`src/verilog/flash_seq_regs.vh`:
```
`ifndef FLASH_SEQ_REGS_VH
`define FLASH_SEQ_REGS_VH
// ------------------------------------------------------------
// register offsets (byte addresses)
// ------------------------------------------------------------
`define FS_ADDR_CONTROL      4'h0
`define FS_ADDR_KEY          4'h4
`define FS_ADDR_WIDTH        4
// ------------------------------------------------------------
// control register fields
// ------------------------------------------------------------
`define FS_BIT_START         15
`define FS_BIT_ENABLE        14
`define FS_BIT_ERROR         13
`define FS_BIT_ERASE         6
`define FS_OPC_HI            3
`define FS_OPC_LO            0
`define FS_CONTROL_RESET     16'h0000
`define FS_CONTROL_RW_MASK   16'h404F
// ------------------------------------------------------------
// key values and operation codes
// ------------------------------------------------------------
`define FS_KEY_FIRST         8'h55
`define FS_KEY_SECOND        8'hAA
`define FS_OPC_ERASE_SEGMENT 4'hD
`define FS_OPC_ERASE_PAGE    4'h2
`define FS_OPC_PROGRAM_WORD  4'h3
// ------------------------------------------------------------
// array geometry and timing
// ------------------------------------------------------------
`define FS_WORD_BITS         24
`define FS_PAGE_INSTR        512
`define FS_ROW_INSTR         64
`define FS_RC_CYCLES_WORD    355
`define FS_RC_FREQ_KHZ       7370
`define FS_CLK_FREQ_KHZ      10000
`define FS_ERASE_TIME_US     20000
`endif

```
`src/verilog/op_timer.v`:
```
`timescale 1ns/1ps
`default_nettype none
// ------------------------------------------------------------
// down counter that times one array operation
// ------------------------------------------------------------
module op_timer #(
  parameter WIDTH = 20
) (
  input  wire             clk_i,
  input  wire             rst_i,
  input  wire             load_i,
  input  wire [WIDTH-1:0] count_i,
  output wire             busy_o,
  output wire             done_o
);
  reg [WIDTH-1:0] remaining;

  always @(posedge clk_i) begin
    if (rst_i) begin
      remaining <= {WIDTH{1'b0}};
    end else if (load_i) begin
      remaining <= count_i;
    end else if (remaining != {WIDTH{1'b0}}) begin
      remaining <= remaining - {{(WIDTH-1){1'b0}}, 1'b1};
    end
  end

  assign busy_o = (remaining != {WIDTH{1'b0}});
  assign done_o = (remaining == {{(WIDTH-1){1'b0}}, 1'b1});
endmodule
`default_nettype wire

```
`src/verilog/flash_program_erase_sequencer.v`:
```
// Operation
// [RULE_01] setting start launches the chosen operation; hardware clears start when done
// [RULE_02] start is set by software only, cleared by hardware only, reads busy
// [RULE_03] a program command writes exactly one 24-bit word
// [RULE_04] software erases the containing page before reprogramming a word
// [RULE_05] start is allowed only after key writes 0x55 then 0xAA back to back
// [RULE_06] software follows start with two no-ops and waits out the time
// [RULE_07] erasing the last page also clears configuration words, enabling protection
// [RULE_08] enable bit 1 permits program and erase, 0 inhibits them
// [RULE_09] error flag set on improper attempt or early end; cleared by normal completion
// [RULE_10] erase-select 1 runs the coded erase, 0 the coded program
// [RULE_11] erase codes: 1101 erases general segment, 0010 one page, others nothing
// [RULE_12] program code 0011 writes one word, others do nothing
// [RULE_13] control bits reset only on power-on reset, not other resets
// [RULE_14] unimplemented control bits and key upper byte read zero
// [RULE_15] key register is write-only with an 8-bit key in the low byte
// [RULE_16] word write lasts 355 cycles of the 7.37 MHz internal oscillator
// [RULE_17] processor stalls from operation start until it finishes
// [RULE_18] erase page is 8 rows of 64 instructions, aligned on 1536 bytes
// [RULE_19] unlock cleared by out-of-order key write and after any start set
// [RULE_20] start without enable or unlock runs nothing and raises error
`timescale 1ns/1ps
`default_nettype none
`include "flash_seq_regs.vh"
module flash_program_erase_sequencer #(
  parameter ADDR_BITS      = 24,
  parameter PAGE_INSTR     = `FS_PAGE_INSTR,
  parameter ERASE_CYCLES   = (`FS_ERASE_TIME_US * `FS_CLK_FREQ_KHZ) / 1000,
  parameter TIMER_WIDTH    = 20
) (
  input  wire                  clk_i,
  input  wire                  rst_i,
  input  wire                  por_i,
  input  wire [3:0]            adr_i,
  input  wire [31:0]           dat_i,
  input  wire [3:0]            sel_i,
  input  wire                  we_i,
  input  wire                  cyc_i,
  input  wire                  stb_i,
  output reg  [31:0]           dat_o,
  output reg                   ack_o,
  output wire                  err_o,
  input  wire [ADDR_BITS-1:0]  target_addr_i,
  input  wire [23:0]           write_word_i,
  input  wire [ADDR_BITS-1:0]  last_page_addr_i,
  output wire                  cpu_stall_o,
  output reg                   array_program_o,
  output reg                   array_erase_page_o,
  output reg                   array_erase_segment_o,
  output reg  [ADDR_BITS-1:0]  array_addr_o,
  output reg  [23:0]           array_data_o,
  output reg                   config_cleared_o,
  input  wire                  abort_i
);
  // ------------------------------------------------------------
  // timing counts
  // ------------------------------------------------------------
  // word time rounded up to whole system clocks
  localparam [31:0] WORD_CYCLES = (`FS_RC_CYCLES_WORD * `FS_CLK_FREQ_KHZ + `FS_RC_FREQ_KHZ - 1)
                                  / `FS_RC_FREQ_KHZ;
  localparam [31:0] ERASE_CYCLES_ALL = ERASE_CYCLES;
  localparam [TIMER_WIDTH-1:0] WORD_COUNT  = WORD_CYCLES[TIMER_WIDTH-1:0];
  localparam [TIMER_WIDTH-1:0] ERASE_COUNT = ERASE_CYCLES_ALL[TIMER_WIDTH-1:0];
  localparam [31:0] PAGE_MASK_ALL = ~((PAGE_INSTR * 2) - 1);

  localparam ST_IDLE = 2'b00;
  localparam ST_RUN  = 2'b01;
  localparam ST_DONE = 2'b10;

  // ------------------------------------------------------------
  // state
  // ------------------------------------------------------------
  reg                   start;
  reg                   enable;
  reg                   error;
  reg                   erase_sel;
  reg  [3:0]            opcode;
  reg  [1:0]            unlock;
  reg  [1:0]            state;
  reg                   timer_load;
  reg  [TIMER_WIDTH-1:0] timer_count;
  wire                  timer_busy;
  wire                  timer_done;

  wire bus_req   = cyc_i & stb_i & ~ack_o;
  wire hit_ctrl  = (adr_i == `FS_ADDR_CONTROL);
  wire hit_key   = (adr_i == `FS_ADDR_KEY);
  wire wr_ctrl   = bus_req & we_i & hit_ctrl & sel_i[1];
  wire wr_ctrl_lo = bus_req & we_i & hit_ctrl & sel_i[0];
  wire wr_key    = bus_req & we_i & hit_key & sel_i[0];
  wire start_req = wr_ctrl & dat_i[`FS_BIT_START] & ~start;
  wire unlocked  = (unlock == 2'b10);

  // decode of a code into one of the three array operations, or none for any other code
  function [2:0] decode_op;
    input       erase_f;
    input [3:0] code_f;
    begin
      decode_op = 3'b000;
      if (erase_f && code_f == `FS_OPC_ERASE_SEGMENT) begin
        decode_op = 3'b100;                                     // see [RULE_11]
      end else if (erase_f && code_f == `FS_OPC_ERASE_PAGE) begin
        decode_op = 3'b010;                                     // see [RULE_11]
      end else if (!erase_f && code_f == `FS_OPC_PROGRAM_WORD) begin
        decode_op = 3'b001;                                     // see [RULE_12]
      end
    end
  endfunction

  // the control in force at the start write, including a same-write mode change
  wire       eff_erase  = wr_ctrl_lo ? dat_i[`FS_BIT_ERASE] : erase_sel;
  wire [3:0] eff_opcode = wr_ctrl_lo ? dat_i[`FS_OPC_HI:`FS_OPC_LO] : opcode;
  wire       eff_enable = dat_i[`FS_BIT_ENABLE];
  wire [2:0] op_sel     = decode_op(eff_erase, eff_opcode);    // see [RULE_10]
  wire       legal      = eff_enable & unlocked;                // see [RULE_08] [RULE_20]

  // page base: pages of 512 instructions, aligned from address zero
  wire [ADDR_BITS-1:0] page_mask = PAGE_MASK_ALL[ADDR_BITS-1:0]; // see [RULE_18]
  wire [ADDR_BITS-1:0] page_base = target_addr_i & page_mask;

  // ------------------------------------------------------------
  // timer
  // ------------------------------------------------------------
  op_timer #(
    .WIDTH (TIMER_WIDTH)
  ) u_timer (
    .clk_i   (clk_i),
    // a warm reset must not cut a running operation short, so only por_i clears the timer
    .rst_i   (por_i),
    .load_i  (timer_load),
    .count_i (timer_count),
    .busy_o  (timer_busy),
    .done_o  (timer_done)
  );

  // ------------------------------------------------------------
  // unlock tracking
  // ------------------------------------------------------------
  always @(posedge clk_i) begin
    if (por_i) begin
      unlock <= 2'b00;
    end else if (start_req) begin
      unlock <= 2'b00;                                          // see [RULE_19]
    end else if (wr_key) begin
      if (dat_i[7:0] == `FS_KEY_FIRST) begin                    // see [RULE_05] [RULE_15]
        unlock <= 2'b01;
      end else if (unlock == 2'b01 && dat_i[7:0] == `FS_KEY_SECOND) begin
        unlock <= 2'b10;
      end else begin
        unlock <= 2'b00;                                        // see [RULE_19]
      end
    end else if (bus_req && we_i && unlock == 2'b01) begin
      unlock <= 2'b00;                                          // any other write breaks order
    end
  end

  // ------------------------------------------------------------
  // control register and sequencer
  // ------------------------------------------------------------
  // only por_i clears these; rst_i is a warm reset and leaves them alone
  always @(posedge clk_i) begin
    if (por_i) begin                                            // see [RULE_13]
      start                 <= 1'b0;
      enable                <= 1'b0;
      error                 <= 1'b0;
      erase_sel             <= 1'b0;
      opcode                <= 4'h0;
      state                 <= ST_IDLE;
      timer_load            <= 1'b0;
      timer_count           <= {TIMER_WIDTH{1'b0}};
      array_program_o       <= 1'b0;
      array_erase_page_o    <= 1'b0;
      array_erase_segment_o <= 1'b0;
      array_addr_o          <= {ADDR_BITS{1'b0}};
      array_data_o          <= 24'h000000;
      config_cleared_o      <= 1'b0;
    end else begin
      timer_load       <= 1'b0;
      config_cleared_o <= 1'b0;
      if (wr_ctrl) begin
        enable <= dat_i[`FS_BIT_ENABLE];
        if (!start) begin
          error <= dat_i[`FS_BIT_ERROR];
        end
      end
      if (wr_ctrl_lo && !start) begin
        erase_sel <= dat_i[`FS_BIT_ERASE];
        opcode    <= dat_i[`FS_OPC_HI:`FS_OPC_LO];
      end
      case (state)
        ST_IDLE: begin
          if (start_req) begin
            if (!legal) begin
              error <= 1'b1;                                    // see [RULE_09] [RULE_20]
            end else begin
              start <= 1'b1;                                    // see [RULE_01] [RULE_02]
              error <= 1'b0;
              state <= ST_RUN;
              timer_load <= 1'b1;
              array_program_o       <= op_sel[0];
              array_erase_page_o    <= op_sel[1];
              array_erase_segment_o <= op_sel[2];
              array_addr_o <= op_sel[1] ? page_base : target_addr_i;
              array_data_o <= write_word_i;                     // see [RULE_03]
              timer_count  <= op_sel[0] ? WORD_COUNT : ERASE_COUNT; // see [RULE_16]
              // a no-operation code still runs the timer, but touches nothing
              if (op_sel[1] && page_base == (last_page_addr_i & page_mask)) begin
                config_cleared_o <= 1'b1;                       // see [RULE_07]
              end
            end
          end
        end
        ST_RUN: begin
          if (abort_i) begin
            error <= 1'b1;                                      // see [RULE_09]
            state <= ST_DONE;
          end else if (timer_done) begin
            state <= ST_DONE;
          end
        end
        ST_DONE: begin
          start                 <= 1'b0;                        // see [RULE_01] [RULE_02]
          array_program_o       <= 1'b0;
          array_erase_page_o    <= 1'b0;
          array_erase_segment_o <= 1'b0;
          state                 <= ST_IDLE;
        end
        default: begin
          state <= ST_IDLE;
        end
      endcase
    end
  end

  // stall covers the start write itself so the cpu never runs past it
  assign cpu_stall_o = start | (start_req & legal);             // see [RULE_17]

  // ------------------------------------------------------------
  // wishbone slave
  // ------------------------------------------------------------
  assign err_o = 1'b0;

  always @(posedge clk_i) begin
    if (rst_i | por_i) begin
      ack_o <= 1'b0;
      dat_o <= 32'h00000000;
    end else begin
      ack_o <= bus_req;
      dat_o <= 32'h00000000;
      if (bus_req && !we_i && hit_ctrl) begin
        dat_o[`FS_BIT_START]  <= start;                         // see [RULE_14]
        dat_o[`FS_BIT_ENABLE] <= enable;
        dat_o[`FS_BIT_ERROR]  <= error;
        dat_o[`FS_BIT_ERASE]  <= erase_sel;
        dat_o[`FS_OPC_HI:`FS_OPC_LO] <= opcode;
      end
      // key reads and unmapped reads return zero
    end
  end
endmodule
`default_nettype wire

```
`config.mk`:
```
export PLATFORM = sky130hd
export DESIGN_NAME = flash_program_erase_sequencer
export DESIGN_NICKNAME = d
export VERILOG_FILES = /design/src/verilog/op_timer.v /design/src/verilog/flash_program_erase_sequencer.v
export VERILOG_INCLUDE_DIRS = /design/src /design/src/verilog
export SDC_FILE = /design/constraint.sdc
export NUM_CORES = 1
export LEC_CHECK = 0
export BUFFER_PORTS_ARGS = -buffer_cell sky130_fd_sc_hd__buf_2
export CORE_MARGIN = 2
export CORE_UTILIZATION = 43
export DETAILED_ROUTE_END_ITERATION = 16
export GPL_TIMING_DRIVEN = 0
export PLACE_DENSITY = 0.77
export SETUP_SLACK_MARGIN = 0.05
export SYNTH_ARGS = -nofsm -noshare
export SYNTH_HDL_FRONTEND = slang
export SYNTH_SLANG_ARGS = --single-unit
```
`constraint.sdc`:
```
create_clock -name clk_i -period 1.7 [get_ports clk_i]
set_clock_uncertainty 0.1 [all_clocks]
set_input_delay 0.17 -clock clk_i [delete_from_list [all_inputs] [get_ports clk_i]]
set_output_delay 0.17 -clock clk_i [all_outputs]
set_load 0.1 [all_outputs]
```
==> run summary <==
Outcome - finished, violations left
Violated checks - setup timing
Total number of vias - 5112
Mux cell area share after synthesis - 2.41%
Crit path kind - register to primary output
Min Hold Slack - 0.00356 ns
Hpwl dp - 9380 microns
Worst path arrival time - 1.77 ns
Switching fraction of total power - 40.5%
Top-Level Pins - 206
Synth area leaders - dfxtp_1 43%, nand2_1 8.1%, a21oi_1 5.3%, buf_4 4.1%, o41ai_2 3.6%
Number of flops mapped to enable cells by yosys - 0
Number of global-route vias before repair - 4817
CP Launch Type - register
Top FF cell, synth - dfxtp_1
Clk sinks - 97
Final worst setup slack - -0.342 ns
Clock power share - 18.2%
Post-route DRC - 0
Share of layout cells above drive strength 1 - 47.3%
Post-synthesis register bit count - 97
Synth Area in Compound Gates - 15.4%
Count of cell types in the netlist - 62
Max Transition Viols Final - 0
Adder-Cell Fraction of Synth Area - 0.822%
Simple-gate area share of the yosys netlist - 25.7%
Routability cong. - 0.930
GR Overflow Total - 0
Placed cells - 834
Bufs on Longest Clock Path - 2
Worst setup EP type - primary output
Net switching power - 3.24 mW
Post-Synthesis Cells - 527
M2 GR Usage - 47.5%
Sequential area share after synthesis - 42.5%
LEAKAGE - 3.36 nW
Met3 usage - 6.38%
CTS tree - built
Total wire length - 17100 microns
Hold Crit Class - input pin to register
Number of I/O port buffers - 147
P per Cell Area - 1070 nW/um^2
Cell area after synthesis - 4560 sq um
Final worst path period share - 120%
CTS Root Cell - clkbuf_8
Largest family of logic cells by synthesized area - simple AND/OR/NAND/NOR gates
Die W - 107 microns
Initial antenna violation count - 0
Sequential share of power - 34.5%
Core ar. - 10300 sq um
Post-synth top area cell - dfxtp_1
Drt pass-1 iters - 5
Antenna diodes - 0
ANT nets after route - 0
Setup TNS - -13.28 ns
Pre-CTS setup slack - -0.424 ns
Nets - 926
CTS buffer count - 9
Via density - 5.41
CP required - 1.43 ns
GRT Util Overall - 26.7%
Worst-path clk slew - 0.11 ns
Area grow syn2layout - 63.2%
Busiest grt layer - met2
Starting Density - 44.2%
Worst vdd ir - 0.642 mV
Top cell type's share of synthesized area - 42.5%
Num rows - 37
Clk_lat worst skew - 0.40 ns
Final min period - 2.04 ns
DR WL/cell - 18.1 microns
Total power - 7.99 mW
Critical Path Fanout Max - 2
Gate power share - 47.2%
Synth Area per Inst - 8.66 sq um
Ys async rst share - 0%
Rel. slew slack - 56.1%
Max-cap violations - 0
Largest net degree at the start of global routing - 18
Fin cells - 945
RSZ-0062 raised after global routing - yes
Global-route wire length before repair - 24200 microns
Post-Synth XOR/XNOR Area - 4.61%
Die Footprint - 11500 sq um
M1 GR Usage - 30.9%
YS warnings - 0
H-tree depth - 3
Worst-Margin Slew - 0.659 ns
P_int - 4.76 mW
Final setup viols - 81
Final Hold Fails - 0
F_max - 490 MHz
Chip height - 107 microns
1st-iter DRT viols - 271
-- cell usage after synthesis, types with 4 or more instances --
master    instances
o41ai_2          10
nand3b_1         11
and3b_1           4
and2_1           10
or2_2             4
nand4_1           4
xnor2_1          17
nand3_1          10
dfxtp_1          97
or3_1             5
nand2b_1          4
a21oi_1          48
buf_2             6
clkbuf_1         19
nor4_1            8
inv_1            21
nor2_1           23
o21ai_0           6
nor3_1           14
buf_4            25
mux2i_1          11
nand2_1          98
xor2_1            7
-- registers in the layout (all words and copies together) (netlist names), 2 cells and up --
name and count:
state 2, u_timer.remaining 20, unlock 2, array_data_o 24, timer_count 3, opcode 4
array_addr_o 24, dat_o 8
-- placed cells by master (no fill, tap or decap), types with 19 or more instances in the layout --
| cell | count |
|---|---|
| conb_1 | 25 |
| dfxtp_1 | 82 |
| buf_4 | 48 |
| dlygate4sd3_1 | 54 |
| buf_2 | 146 |
| buf_6 | 25 |
| nand2_1 | 82 |
| a21oi_1 | 24 |
| nor2_1 | 19 |
| a21oi_2 | 24 |
-- per-layer routing --
layer,routed length [microns],up-vias
met5,0,-
met4,683,0
met3,1400,61
met2,8560,288
met1,6440,2432
li1,-,2331
-- final timing paths --
| check | startpoint | end | slack [ns] | cells after the start |
|---|---|---|---|---|
| max | ack_o | cpu_stall_o | -0.34 | 5 |
| min reg2reg | array_addr_o[20] | array_addr_o[20] | 0.36 | 2 |
| min | abort_i | state[0] | 0.004 | 4 |
| max reg2reg | ack_o | array_addr_o[12] | -0.29 | 9 |
-- power by group through the flow --
stage / combinational (mW) / sequential [mW] / clock (mW)
finish: 3.78 / 2.76 / 1.46
global route: 3.98 / 2.78 / 1.56
CTS: 2.91 / 2.70 / 1.44
detailed placement: 2.01 / 2.67 / 0
global placement: 1.95 / 2.66 / 0
floorplan: 1.62 / 2.63 / 0
-- cells by family after synthesis --
group           count (synthesis)
xor+xnor                       24
other cells                     1
mux                            11
flops                          97
buf+inv                        73
simple gates                  223
compound gates                 95
fa+ha+maj                       3
-- worst max-delay path: stages (launching register included) --
cell     delay, ns
dfxtp_4       0.35
and4b_2       0.24
and2_4        0.17
and3b_2       0.20
or2_4         0.25
buf_12        0.17
-- through the flow --
| stage | instance area, sq um | util (%) |
|---|---|---|
| CTS | 6930 | 67.1 |
| global placement | 5680 | 55.0 |
| finish | 7450 | 72.1 |
| detailed placement | 5680 | 55.0 |
| global route | 7450 | 72.1 |
| floorplan | 4770 | - |
-- repair_timing --
action / in CTS / in global routing
setup buffers: 29 / 14
endpoints found under the setup margin: 82 / 90
endpoints found under the hold margin: 53 / 0
gates resized for setup: 80 / 99
cloned: 4 / 1
pin swaps: 18 / 61
hold buffers: 54 / 0
-- final cells by class --
| type | count | area, sq um |
|---|---|---|
| Tap cell | 136 | 170 |
| Inverter | 21 | 78.8 |
| Sequential cell | 97 | 1970 |
| Buffer | 47 | 379 |
| Timing Repair Buffer | 247 | 1750 |
| Clock buffer | 9 | 124 |
| Fill cell | 676 | 2880 |
| Clock inverter | 7 | 53.8 |
| Multi-Input combinational cell | 381 | 2920 |
(Power assumes the default switching activity.)
